File: src/fpg_params.svh
// Constants for the flash page and sector guard
`ifndef FPG_PARAMS_SVH
`define FPG_PARAMS_SVH

// Register-file addresses
`define FPG_ADDR_CTRL 12'hff8
`define FPG_ADDR_PAGE 12'hff9
`define FPG_ADDR_FREQH 12'hffa
`define FPG_ADDR_FREQL 12'hffb

// Reset values
`define FPG_PAGE_RST 8'h00
`define FPG_LOCK_RST 8'h00
`define FPG_FREQ_RST 16'h0000
`define FPG_RD_ZERO 8'h00

// Control keys
`define FPG_PROT_KEY 8'h5e

// Page select fields
`define FPG_INFO_BIT 7
`define FPG_PAGE_MSB 6
`define FPG_PAGE_LSB 0
`define FPG_INFO_PAGE 7'h7f

// Sector number within the page number
`define FPG_SECT_MSB 6
`define FPG_SECT_LSB 4

// Controller state codes
`define FPG_ST_LOCKED 6'h00
`define FPG_ST_UNLK1 6'h01
`define FPG_ST_UNLK2 6'h02
`define FPG_ST_OPEN 6'h03
`define FPG_ST_PROT 6'h04
`define FPG_ST_PROG_HI 3'h1
`define FPG_ST_PERASE_HI 3'h2
`define FPG_ST_MERASE_HI 3'h4

// Byte value left by an erase
`define FPG_ERASE_BYTE 8'hff
`define FPG_BYTE_ZERO 8'h00
`define FPG_PHASE_ONE 3'h1
`define FPG_PHASE_ZERO 3'h0

`endif

File: src/fpg_pkg.sv
// Types shared by the flash page and sector guard modules
package fpg_pkg;
  `include "fpg_params.svh"

  // Controller sequencing states
  typedef enum logic [2:0] {
    FPG_LOCKED = 3'b000,
    FPG_UNLK1 = 3'b001,
    FPG_UNLK2 = 3'b010,
    FPG_OPEN = 3'b011,
    FPG_PROT = 3'b100,
    FPG_PROG = 3'b101,
    FPG_PERASE = 3'b110,
    FPG_MERASE = 3'b111
  } fpg_state_t;

  // Operation kinds handed to the array
  typedef enum logic [1:0] {
    FPG_CMD_NONE = 2'b00,
    FPG_CMD_PROG = 2'b01,
    FPG_CMD_PERASE = 2'b10,
    FPG_CMD_MERASE = 2'b11
  } fpg_cmd_t;

  // Status byte for a state and operation phase
  function automatic logic [7:0] fpg_status_code(input fpg_state_t st, input logic [2:0] phase);
    logic [5:0] code;
    code = `FPG_ST_LOCKED;
    unique case (st)
      FPG_LOCKED: code = `FPG_ST_LOCKED;
      FPG_UNLK1: code = `FPG_ST_UNLK1;
      FPG_UNLK2: code = `FPG_ST_UNLK2;
      FPG_OPEN: code = `FPG_ST_OPEN;
      FPG_PROT: code = `FPG_ST_PROT;
      FPG_PROG: code = {`FPG_ST_PROG_HI, phase};
      FPG_PERASE: code = {`FPG_ST_PERASE_HI, phase};
      FPG_MERASE: code = {`FPG_ST_MERASE_HI, phase};
    endcase
    return {2'b00, code};
  endfunction
endpackage

File: src/fpg_guard_if.sv
// Interface between the sequencer and the protection check
`timescale 1ns/1ps
interface fpg_guard_if;
  import fpg_pkg::*;
  logic [7:0] lock_bits;
  logic [6:0] page;
  logic info;
  fpg_cmd_t kind;
  logic allow;
  modport ctrl (output lock_bits, page, info, kind, input allow);
  modport guard (input lock_bits, page, info, kind, output allow);
endinterface

File: src/fpg_sector_check.sv
// Protection check of a requested operation against the sector locks
`timescale 1ns/1ps
module fpg_sector_check
  import fpg_pkg::*;
(
  // Request and verdict
  fpg_guard_if.guard g
);
  `include "fpg_params.svh"

  // Sector addressed by the selected page
  wire [2:0] sect_idx = g.page[`FPG_SECT_MSB:`FPG_SECT_LSB];
  wire sect_locked = g.lock_bits[sect_idx];
  wire any_locked = |g.lock_bits;

  // Mass erase needs every sector free, main page work only its own, info page work none
  assign g.allow = (g.kind == FPG_CMD_NONE) ? 1'b0 :
                   (g.kind == FPG_CMD_MERASE) ? ~any_locked :
                   g.info ? 1'b1 : ~sect_locked;
endmodule

File: src/fpg_flash_guard.sv
// Flash page select, sector lock and controller state registers
//
// Overview of operation
// - State codes track unlock steps and protect select
// - Running operation shows program or erase pattern
// - Array has 128 pages of 512 bytes
// - Page erase fills selected page with FFH
// - Page number drives address bits 15 to 9
// - Info select maps area at FE00H to FFFFH
// - Shared address reaches lock when protect selected
// - Lock register exposed only after 5EH write
// - Lock writes can only set bits
// - Locked sector refuses program and erase
//
// Implementation choice: the plain strobed port.
`timescale 1ns/1ps
module fpg_flash_guard
  import fpg_pkg::*;
#(
  parameter logic [7:0] UNLOCK_KEY1 = 8'h11,
  parameter logic [7:0] UNLOCK_KEY2 = 8'h22,
  parameter logic [7:0] PERASE_KEY = 8'h33,
  parameter logic [7:0] MERASE_KEY = 8'h44,
  parameter int PAGE_COUNT = 128,
  parameter int PAGE_BYTES = 512
) (
  // Clock and reset
  input wire logic i_sys_clk,
  input wire logic i_reset,
  // Register port
  input wire logic [11:0] i_addr,
  input wire logic [7:0] i_wr_data,
  input wire logic i_wr_stb,
  input wire logic i_rd_stb,
  output logic [7:0] o_rd_data,
  // Program request from the core
  input wire logic i_prog_req,
  input wire logic [8:0] i_prog_offset,
  input wire logic [7:0] i_prog_data,
  // Flash array side
  output logic o_flash_start,
  output logic [1:0] o_flash_cmd,
  output logic [15:0] o_flash_addr,
  output logic [7:0] o_flash_data,
  output logic o_info_sel,
  input wire logic i_flash_done,
  // Status
  output logic o_refused,
  output logic o_busy,
  output logic [7:0] o_sector_lock
);
  `include "fpg_params.svh"

  localparam int PAGE_AW = $clog2(PAGE_COUNT);
  localparam int BYTE_AW = $clog2(PAGE_BYTES);

  // Registers
  fpg_state_t state_reg, state_next;
  logic [7:0] page_select_reg, page_select_next;
  logic [7:0] sector_lock_reg, sector_lock_next;
  logic [15:0] clock_khz_value_reg, clock_khz_value_next;
  logic [2:0] phase_reg, phase_next;
  logic [7:0] rd_data_reg, rd_data_next;
  logic start_reg, start_next;
  logic [1:0] cmd_reg, cmd_next;
  logic [15:0] faddr_reg, faddr_next;
  logic [7:0] fdata_reg, fdata_next;
  logic info_reg, info_next;
  logic refused_reg, refused_next;

  // Protection check
  fpg_guard_if gif ();
  fpg_cmd_t req_kind;

  fpg_sector_check u_check (
    .g (gif.guard)
  );

  // Address decode
  wire hit_ctrl = (i_addr == `FPG_ADDR_CTRL);
  wire hit_page = (i_addr == `FPG_ADDR_PAGE);
  wire hit_freqh = (i_addr == `FPG_ADDR_FREQH);
  wire hit_freql = (i_addr == `FPG_ADDR_FREQL);
  wire wr_ctrl = i_wr_stb & hit_ctrl;
  wire wr_shared = i_wr_stb & hit_page;
  wire prot_view = (state_reg == FPG_PROT);
  wire wr_page = wr_shared & ~prot_view;
  wire wr_lock = wr_shared & prot_view;
  wire wr_freqh = i_wr_stb & hit_freqh;
  wire wr_freql = i_wr_stb & hit_freql;
  wire is_open = (state_reg == FPG_OPEN);
  wire is_op = (state_reg == FPG_PROG) | (state_reg == FPG_PERASE) | (state_reg == FPG_MERASE);
  wire freq_set = (clock_khz_value_reg != `FPG_FREQ_RST);

  // Page and info fields
  wire info_area_select = page_select_reg[`FPG_INFO_BIT];
  wire [PAGE_AW-1:0] page_num = page_select_reg[`FPG_PAGE_MSB:`FPG_PAGE_LSB];
  wire [PAGE_AW-1:0] target_page = info_area_select ? `FPG_INFO_PAGE : page_num;

  // Operation request decode
  wire want_perase = wr_ctrl & is_open & (i_wr_data == PERASE_KEY);
  wire want_merase = wr_ctrl & is_open & (i_wr_data == MERASE_KEY);
  wire want_prog = i_prog_req & is_open & ~wr_ctrl;
  assign req_kind = want_merase ? FPG_CMD_MERASE :
                    want_perase ? FPG_CMD_PERASE :
                    want_prog ? FPG_CMD_PROG : FPG_CMD_NONE;
  wire req_any = want_merase | want_perase | want_prog;
  wire req_ok = gif.allow & freq_set;

  // Guard inputs
  assign gif.lock_bits = sector_lock_reg;
  assign gif.page = target_page;
  assign gif.info = info_area_select;
  assign gif.kind = req_kind;

  // Read data selection
  wire [7:0] status_byte = fpg_status_code(state_reg, phase_reg);
  wire [7:0] shared_rd = prot_view ? sector_lock_reg : page_select_reg;
  wire [7:0] rd_sel = hit_ctrl ? status_byte :
                      hit_page ? shared_rd :
                      hit_freqh ? clock_khz_value_reg[15:8] :
                      hit_freql ? clock_khz_value_reg[7:0] : `FPG_RD_ZERO;

  // Sequencer next state
  always_comb begin
    state_next = state_reg;
    phase_next = phase_reg;
    unique case (state_reg)
      FPG_LOCKED: begin
        if (wr_ctrl && i_wr_data == UNLOCK_KEY1) begin
          state_next = FPG_UNLK1;
        end else if (wr_ctrl && i_wr_data == `FPG_PROT_KEY) begin
          state_next = FPG_PROT;
        end
      end
      FPG_UNLK1: begin
        if (wr_ctrl) begin
          state_next = (i_wr_data == UNLOCK_KEY2) ? FPG_UNLK2 : FPG_LOCKED;
        end
      end
      FPG_UNLK2: begin
        if (wr_ctrl) begin
          state_next = FPG_LOCKED;
        end else if (wr_page) begin
          state_next = FPG_OPEN;
        end
      end
      FPG_OPEN: begin
        if (req_any && req_ok) begin
          phase_next = `FPG_PHASE_ZERO;
          unique case (req_kind)
            FPG_CMD_PROG: state_next = FPG_PROG;
            FPG_CMD_PERASE: state_next = FPG_PERASE;
            FPG_CMD_MERASE: state_next = FPG_MERASE;
            FPG_CMD_NONE: state_next = FPG_OPEN;
          endcase
        end else if (req_any) begin
          state_next = FPG_LOCKED;
        end else if (wr_ctrl) begin
          state_next = FPG_LOCKED;
        end
      end
      FPG_PROT: begin
        if (wr_ctrl) begin
          state_next = FPG_LOCKED;
        end
      end
      FPG_PROG, FPG_PERASE, FPG_MERASE: begin
        phase_next = phase_reg + `FPG_PHASE_ONE;
        if (i_flash_done) begin
          state_next = (state_reg == FPG_PROG) ? FPG_OPEN : FPG_LOCKED;
        end
      end
    endcase
  end

  // Register file next values
  always_comb begin
    page_select_next = page_select_reg;
    sector_lock_next = sector_lock_reg;
    clock_khz_value_next = clock_khz_value_reg;
    if (wr_page && !is_op) begin
      page_select_next = i_wr_data;
    end
    if (wr_lock) begin
      sector_lock_next = sector_lock_reg | i_wr_data;
    end
    if (wr_freqh && !is_op) begin
      clock_khz_value_next = {i_wr_data, clock_khz_value_reg[7:0]};
    end
    if (wr_freql && !is_op) begin
      clock_khz_value_next = {clock_khz_value_reg[15:8], i_wr_data};
    end
  end

  // Array command launch
  always_comb begin
    start_next = 1'b0;
    cmd_next = cmd_reg;
    faddr_next = faddr_reg;
    fdata_next = fdata_reg;
    info_next = info_reg;
    refused_next = req_any & ~req_ok;
    if (req_any && req_ok) begin
      start_next = 1'b1;
      cmd_next = req_kind;
      info_next = info_area_select;
      if (req_kind == FPG_CMD_PROG) begin
        faddr_next = {target_page, i_prog_offset[BYTE_AW-1:0]};
        fdata_next = i_prog_data;
      end else if (req_kind == FPG_CMD_PERASE) begin
        faddr_next = {target_page, {BYTE_AW{1'b0}}};
        fdata_next = `FPG_ERASE_BYTE;
      end else begin
        faddr_next = '0;
        fdata_next = `FPG_ERASE_BYTE;
      end
    end
  end

  // Read data one cycle after the strobe
  assign rd_data_next = i_rd_stb ? rd_sel : `FPG_RD_ZERO;

  // Sequencer state
  always_ff @(posedge i_sys_clk) begin
    if (i_reset) begin
      state_reg <= FPG_LOCKED;
    end else begin
      state_reg <= state_next;
    end
  end

  // Operation phase counter
  always_ff @(posedge i_sys_clk) begin
    if (i_reset) begin
      phase_reg <= `FPG_PHASE_ZERO;
    end else begin
      phase_reg <= phase_next;
    end
  end

  // Page select register
  always_ff @(posedge i_sys_clk) begin
    if (i_reset) begin
      page_select_reg <= `FPG_PAGE_RST;
    end else begin
      page_select_reg <= page_select_next;
    end
  end

  // Sector lock register, cleared by reset alone
  always_ff @(posedge i_sys_clk) begin
    if (i_reset) begin
      sector_lock_reg <= `FPG_LOCK_RST;
    end else begin
      sector_lock_reg <= sector_lock_next;
    end
  end

  // Clock frequency value
  always_ff @(posedge i_sys_clk) begin
    if (i_reset) begin
      clock_khz_value_reg <= `FPG_FREQ_RST;
    end else begin
      clock_khz_value_reg <= clock_khz_value_next;
    end
  end

  // Read data register
  always_ff @(posedge i_sys_clk) begin
    if (i_reset) begin
      rd_data_reg <= `FPG_RD_ZERO;
    end else begin
      rd_data_reg <= rd_data_next;
    end
  end

  // Launch and refusal pulses
  always_ff @(posedge i_sys_clk) begin
    if (i_reset) begin
      start_reg <= 1'b0;
      refused_reg <= 1'b0;
    end else begin
      start_reg <= start_next;
      refused_reg <= refused_next;
    end
  end

  // Array command, address and data
  always_ff @(posedge i_sys_clk) begin
    if (i_reset) begin
      cmd_reg <= FPG_CMD_NONE;
      faddr_reg <= '0;
      fdata_reg <= `FPG_BYTE_ZERO;
      info_reg <= 1'b0;
    end else begin
      cmd_reg <= cmd_next;
      faddr_reg <= faddr_next;
      fdata_reg <= fdata_next;
      info_reg <= info_next;
    end
  end

  // Outputs
  assign o_rd_data = rd_data_reg;
  assign o_flash_start = start_reg;
  assign o_flash_cmd = cmd_reg;
  assign o_flash_addr = faddr_reg;
  assign o_flash_data = fdata_reg;
  assign o_info_sel = info_reg;
  assign o_refused = refused_reg;
  assign o_busy = is_op;
  assign o_sector_lock = sector_lock_reg;
endmodule

File: config.mk
export PLATFORM = sky130hd
export DESIGN_NAME = fpg_flash_guard
export DESIGN_NICKNAME = d
export VERILOG_FILES = /design/src/fpg_pkg.sv /design/src/fpg_guard_if.sv /design/src/fpg_sector_check.sv /design/src/fpg_flash_guard.sv
export VERILOG_INCLUDE_DIRS = /design/src /design/src/src
export SDC_FILE = /design/constraint.sdc
export NUM_CORES = 1
export LEC_CHECK = 0
export BUFFER_PORTS_ARGS = -buffer_cell sky130_fd_sc_hd__buf_2
export CORE_MARGIN = 2
export CORE_UTILIZATION = 53
export CTS_CLUSTER_DIAMETER = 60
export CTS_CLUSTER_SIZE = 16
export DETAILED_ROUTE_END_ITERATION = 7
export GPL_ROUTABILITY_DRIVEN = 0
export PLACE_DENSITY = 0.78
export SYNTH_ARGS = -nofsm -noshare
export SYNTH_HDL_FRONTEND = slang
export SYNTH_HIERARCHICAL = 1
export SYNTH_SLANG_ARGS = --single-unit
File: constraint.sdc
create_clock -name i_sys_clk -period 4.15 [get_ports i_sys_clk]
set_input_delay 0.2075 -clock i_sys_clk [delete_from_list [all_inputs] [get_ports i_sys_clk]]
set_output_delay 0.2075 -clock i_sys_clk [all_outputs]
set_load 0.01 [all_outputs]
# Word-level counts from Yosys, hierarchy flattened
# Index checks and enable logic that the tools add are counted.
[op_classes]
addsub = 1
n_mul = 0
n_div = 0
n_lt_le_gt_ge = 1
eq_ne = 24
shift = 0
muxes = 35
bitwise_logic = 25
reduce_logical = 18
[ops]
columns = ["cell", "n"]
rows = [
  ["$eq A12 B12 Y1 const B", 4],
  ["$mux W8", 6],
  ["$pmux W6 S8", 1],
  ["$mux W16", 2],
  ["$mux W3", 10],
  ["$pmux W3 S6", 1],
  ["$eq A8 B6 Y1 const B", 2],
  ["$eq A8 B7 Y1 const B", 2],
  ["$reduce_bool A16 Y1", 1],
  ["$and A1 B1 Y1", 13],
  ["$eq A3 B3 Y1 const B", 4],
  ["$pmux W3 S4", 1],
  ["$eq A8 B5 Y1 const B", 1],
  ["$mux W2", 4],
  ["$or A8 B8 Y8", 1],
  ["$reduce_or A8 Y1", 1],
  ["$mux W7", 1],
  ["$not A1 Y1", 7],
  ["$eq A3 B2 Y1 const B", 2],
  ["$logic_and A1 B1 Y1", 6],
  ["$mux W1", 6],
  ["$mux W6", 1],
  ["$ne A3 B3 Y1 const B", 2],
  ["$pmux W3 S2", 1],
  ["other kinds (17)", 24],
]
[totals]
register_bits = 75
latchBits = 0
mem_bits_rw = 0
rom_bits = 0
in_bits = 43
out_inout_bits = 46
word_cells = 118
memories = 0

# Depth between registers and ports, before layout
[logic_depth]
depth_word = 14
ltp_mapped = 16
depth_no_buf = 13

# Modules after synthesis
# The synthesis kept the hierarchy.
[modules_own_cells]
columns = ["mod", "n_inst", "cells_per_inst", "area_per_inst_um2", "seq_area_each_um2"]
rows = [
  ["fpg_flash_guard", 1, 400, 3294.4, 1501.4],
  ["fpg_sector_check", 1, 14, 115.1, 0.0],
]

# Least setup slack after synthesis
# No wires, ideal clock.
[synth_path]
path_type = "input -> register"
startpoint = "input i_addr[1]"
endpoint = "register state_reg[2]"
arrival_time_ns = 3.040
t_required_ns = 4.090
setup_slack_ns = 1.050
path_stages = 15
n_path_buf = 3
cell_sequence = "buf_6 > or3b_1 > nor4_2 > buf_2 > nand2_1 > a21oi_1 > a21oi_1 > a311oi_2 > inv_1 > a41oi_1 > nand3_1 > or2_2 > buf_6 > o2111ai_1 > and3b_1"
[synth_via]
elab_chain_len = 14
elab_cells_between_ends = 36
classes_between = "eq/ne: 8; mux: 12; bitwise: 11; reduce/logical: 5"
[synth_lines]
columns = ["item", "line", "text"]
rows = [
  ["start: declaration", "fpg_flash_guard.sv:31", "input wire logic [11:0] i_addr,"],
  ["$eq A12 B12 Y1 (no source line) *", "-", ""],
  ["$and A1 B1 Y1 *", "fpg_flash_guard.sv:84", "wire wr_ctrl = i_wr_stb & hit_ctrl;"],
  ["$not A1 Y1", "fpg_flash_guard.sv:103", "wire want_prog = i_prog_req & is_open & ~wr_ctrl;"],
  ["$and A1 B1 Y1", "fpg_flash_guard.sv:103", ""],
  ["$mux W1", "fpg_flash_guard.sv:106", "want_prog ? FPG_CMD_PROG : FPG_CMD_NONE;"],
  ["$mux W2", "fpg_flash_guard.sv:105", "want_perase ? FPG_CMD_PERASE :"],
  ["$mux W2 *", "fpg_flash_guard.sv:104", "assign req_kind = want_merase ? FPG_CMD_MERASE :"],
  ["named net gif.kind[0]", "fpg_guard_if.sv:8", "fpg_cmd_t kind;"],
  ["$eq A2 B2 Y1", "fpg_sector_check.sv:18", "(g.kind == FPG_CMD_MERASE) ? ~any_locked :"],
  ["$mux W1", "fpg_sector_check.sv:18", ""],
  ["$mux W1 *", "fpg_sector_check.sv:17", "assign g.allow = (g.kind == FPG_CMD_NONE) ? 1'b0 :"],
  ["named net gif.allow", "fpg_guard_if.sv:9", "logic allow;"],
  ["$and A1 B1 Y1 *", "fpg_flash_guard.sv:108", "wire req_ok = gif.allow & freq_set;"],
  ["$logic_and A1 B1 Y1 *", "fpg_flash_guard.sv:149", "if (req_any && req_ok) begin"],
  ["$mux W3 *", "fpg_flash_guard.sv:149", ""],
  ["$pmux W3 S6 *", "fpg_flash_guard.sv:128", "unique case (state_reg)"],
  ["end signal: assignment", "fpg_flash_guard.sv:229", "state_reg <= state_next;"],
  ["end: declaration", "fpg_flash_guard.sv:58", "fpg_state_t state_reg, state_next;"],
]
# Mark *: on every way through the listed nets, which the timed path passes. The rest lies on a longest branch.
# A chain may end at the register's enable or synchronous reset.

# Worst setup path in the final report
[layout_path]
startpoint = "register page_select_reg[7]"
endpoint = "register faddr_reg[8], in the netlist o_flash_addr[8]"
[layout_via]
elab_chain_len = 9
[layout_lines]
columns = ["item", "line", "text"]
rows = [
  ["start: declaration", "fpg_flash_guard.sv:59", "logic [7:0] page_select_reg, page_select_next;"],
  ["start signal: assignment", "fpg_flash_guard.sv:245", "page_select_reg <= `FPG_PAGE_RST;"],
  ["start signal: assignment", "fpg_flash_guard.sv:247", "page_select_reg <= page_select_next;"],
  ["$mux W7", "fpg_flash_guard.sv:98", "wire [PAGE_AW-1:0] target_page = info_area_select ? `FPG_INFO_PAGE : page_num;"],
  ["named net gif.page[4]", "fpg_guard_if.sv:6", "logic [6:0] page;"],
  ["$bmux W1 S3", "fpg_sector_check.sv:13", "wire sect_locked = g.lock_bits[sect_idx];"],
  ["$mux W1 (implied by the code)", "fpg_sector_check.sv:13", ""],
  ["$not A1 Y1", "fpg_sector_check.sv:19", "g.info ? 1'b1 : ~sect_locked;"],
  ["$mux W1", "fpg_sector_check.sv:19", ""],
  ["$mux W1", "fpg_sector_check.sv:18", ""],
  ["$mux W1", "fpg_sector_check.sv:17", ""],
  ["named net gif.allow", "fpg_guard_if.sv:9", ""],
  ["$and A1 B1 Y1", "fpg_flash_guard.sv:108", ""],
  ["$logic_and A1 B1 Y1", "fpg_flash_guard.sv:204", "if (req_any && req_ok) begin"],
  ["end signal: assignment", "fpg_flash_guard.sv:298", "faddr_reg <= faddr_next;"],
  ["end: declaration", "fpg_flash_guard.sv:66", "logic [15:0] faddr_reg, faddr_next;"],
]
# The timed path passes the listed nets, and every way through them passes these cells. The select of a mux whose other input is x is not followed.

==> impl_metrics.ini <==
[worst_setup_path]
crit_path_cell_trace = or2_2 -> mux4_2 -> or2_1 -> a311oi_2 -> inv_1 -> a41oi_1 -> nand3_1 -> nor2_1 -> a22oi_1 -> nor2_1
worstPathArrival_ns = 3.70
end_kind = register
rr_startpoint = page_select_reg[7]
setup.worst_path.start_class = register
criticalPathCategory = register to register
max_stage_delay_ns = 0.56
worstPathRequired_ns = 4.44
cp_max_fo = 11
crit_start = page_select_reg[7]
reg2regPathDepth = 10
reg2reg_setup_slack_ns = 0.74
worst_path_max_delay_cell = nor2_1
cp_common_cell = nor2_1
r2r_end = o_flash_addr[8]
crit_path_end = o_flash_addr[8]

[layout]
nets = 537
fin_util_pct = 65.3
most-common-layout-cells = buf_2, dfxtp_1, nor2_1
instances_no_fill = 575
area_delta_synth_final_pct = 20.2
final_common_cell = buf_2
seq_area_mm2 = 0.00150
diodes = 0
drive_gt1_share_pct = 25.3
multi_input_area_mm2 = 0.00177
fillers = 543

[cts]
cts-root-buf = clkbuf_8
htree_levels = 3
cts_buffers = 9
clock_latency_ns = 0.36
cts_resized = 0
cts_max_path_buffers = 2
cts_tree = done
postCtsSetupBuffers = 0
clk_pin_slew_worst_paths_ns = 0.08
clock_sinks = 75
hold_buffers = 0

[detailed_routing]
dr_wl_met2_um = 4430
wl_met3_um = 766
top_layer_used = met4
drc = 0
avgRoutedWirePerCell_um = 16.5
vias = 3467
m1WireLength_um = 4080
drt-initial-drc-count = 365
ant_nets = 0
wl_um = 9510
routed_via_density = 6.03
drt_pass1_iterations = 5

[timing]
rsz0062_at_grt = no
setup_violations = 0
finalCriticalPeriod_ns = 3.41
slew_viol_final = 0
holdWs_ns = 0.0780
min_period_over_period_pct = 82.1
worstMarginPinSlew_ns = 1.01
max_freq_mhz = 293
fin_tns_setup_ns = 0
max_slew_margin_pct = 32.0
clock_skew_ns = 0.0134
finalHoldViolCount = 0

[placement]
numPlacedInstances = 559
dp_hpwl_um = 6620
port_buffers = 88

[global_routing]
grt_overflow = 0
grt_pass1_wl_um = 15700
grtUsageTotal_pct = 27.5
grt_pass1_vias = 3197
grt_max_degree = 40
antenna_found_initial = 0

[yosys]
synthArstFlopShare_pct = 0
netlist_area_mm2 = 0.00341
synth_flop_cell = dfxtp_1
yosysSeqAreaShare_pct = 44.0
syn_avg_cell_area_um2 = 8.24
ys_seq_elements = 75
synth_edf_count = 0
yosys_warnings = 6
synthCells = 414
syn-num-nets = 458
yosysUniqueCellTypes = 58

[floorplanning]
die_y_um = 84.2
row_count = 29
core_mm2 = 0.00628
die-area_mm2 = 0.00709
ioPinCount = 89
die-width_um = 84.2
start_util_pct = 54.3

[pwr]
powerDensity_mw_per_mm2 = 362
vdd_ir_drop_max_v = 0.000261
power_mw = 1.48
total_leakage_power_nw = 1.75

[hold_path]
hold_class = primary input to register

[outcome]
status = completed

[run]
drv_cap = 0
[per-stage QoR]
| step | area [um2] | setup slack (ns) |
|---|---|---|
| 2_1_floorplan | 3410 | 1.05 |
| 3_3_place_gp | 3850 | 0.771 |
| 3_5_place_dp | 3850 | 0.534 |
| 4_1_cts | 4100 | 0.788 |
| 5_1_grt | 4100 | 0.310 |
| 6_report | 4100 | 0.743 |
[worst min path at each step]
stage | from | end | slack (ns) | cells past startpoint
floorplan | i_wr_data[0] | clock_khz_value_reg[0] | 0.35 | 2
global placement | i_prog_data[5] | o_flash_data[5] | 0.43 | 3
detailed placement | i_prog_data[4] | o_flash_data[4] | 0.45 | 3
CTS | i_prog_data[4] | o_flash_data[4] | 0.07 | 3
global route | i_prog_data[6] | o_flash_data[6] | 0.08 | 3
finish | i_prog_data[6] | o_flash_data[6] | 0.08 | 3
[Yosys cell counts (2+ instances only)]
| library cell | instances | area share (%) |
|---|---|---|
| a221oi_1 | 3 | 0.77 |
| nand3_1 | 8 | 1.2 |
| a22oi_1 | 16 | 3.5 |
| nor4_1 | 8 | 1.5 |
| nand3b_1 | 3 | 0.66 |
| nor2_1 | 58 | 6.4 |
| nand2_1 | 57 | 6.3 |
| nor3_1 | 8 | 1.2 |
| mux2i_1 | 13 | 3.8 |
| buf_6 | 3 | 0.99 |
| a21oi_1 | 51 | 7.5 |
| a222oi_1 | 2 | 0.59 |
| and3_1 | 3 | 0.55 |
| inv_1 | 8 | 0.88 |
| o22ai_1 | 8 | 1.5 |
| dfxtp_1 | 75 | 44 |
| or2_1 | 2 | 0.37 |
| a211oi_1 | 11 | 2.4 |
| nand4_1 | 4 | 0.73 |
| or2_2 | 9 | 1.7 |
| o21ai_0 | 9 | 1.3 |
| clkbuf_1 | 16 | 1.8 |
| nand2b_1 | 2 | 0.37 |
| nor2b_1 | 3 | 0.55 |
[area by class of cell]
cell class	instances	share of cell area (%)
multi-input cells	309	43.1
well taps	77	2.35
clock buffers	9	3.02
inverters	8	0.733
flip-flops and latches	75	36.6
repair buffers	90	11.1
clock inverters	7	3.02
[cells by family after synthesis]
family | Yosys count | share of synthesized area, %
compound gates | 117 | 22.3
fa+ha+maj | 1 | 0.367
buf+inv | 30 | 4.11
flops | 75 | 44.0
mux | 15 | 4.81
simple gates | 176 | 24.4
[worst max-delay path, delay by kind of cell (launching register included)]
family / cells / cell delay (ns)
AOI/OAI and AO/OA: 3 / 0.67
buffers and inverters: 1 / 0.08
DFF: 1 / 0.55
muxes: 1 / 0.52
and+or+nand+nor: 5 / 1.52
[power breakdown]
part / internal [mW] / switching, mW / total [mW]
clock network: 0.406 / 0.298 / 0.704
registers: 0.719 / 0.0000248 / 0.719
logic: 0.0203 / 0.0403 / 0.0605
total: 1.14 / 0.338 / 1.48
[layer usage]
layer	vias to the layer above	track usage (%)
met3	25	7.08
met4	0	11.3
li1	1645	-
met5	-	0
met1	1638	36.3
met2	159	43.2
No activity file was read; power rests on OpenSTA's default activity.
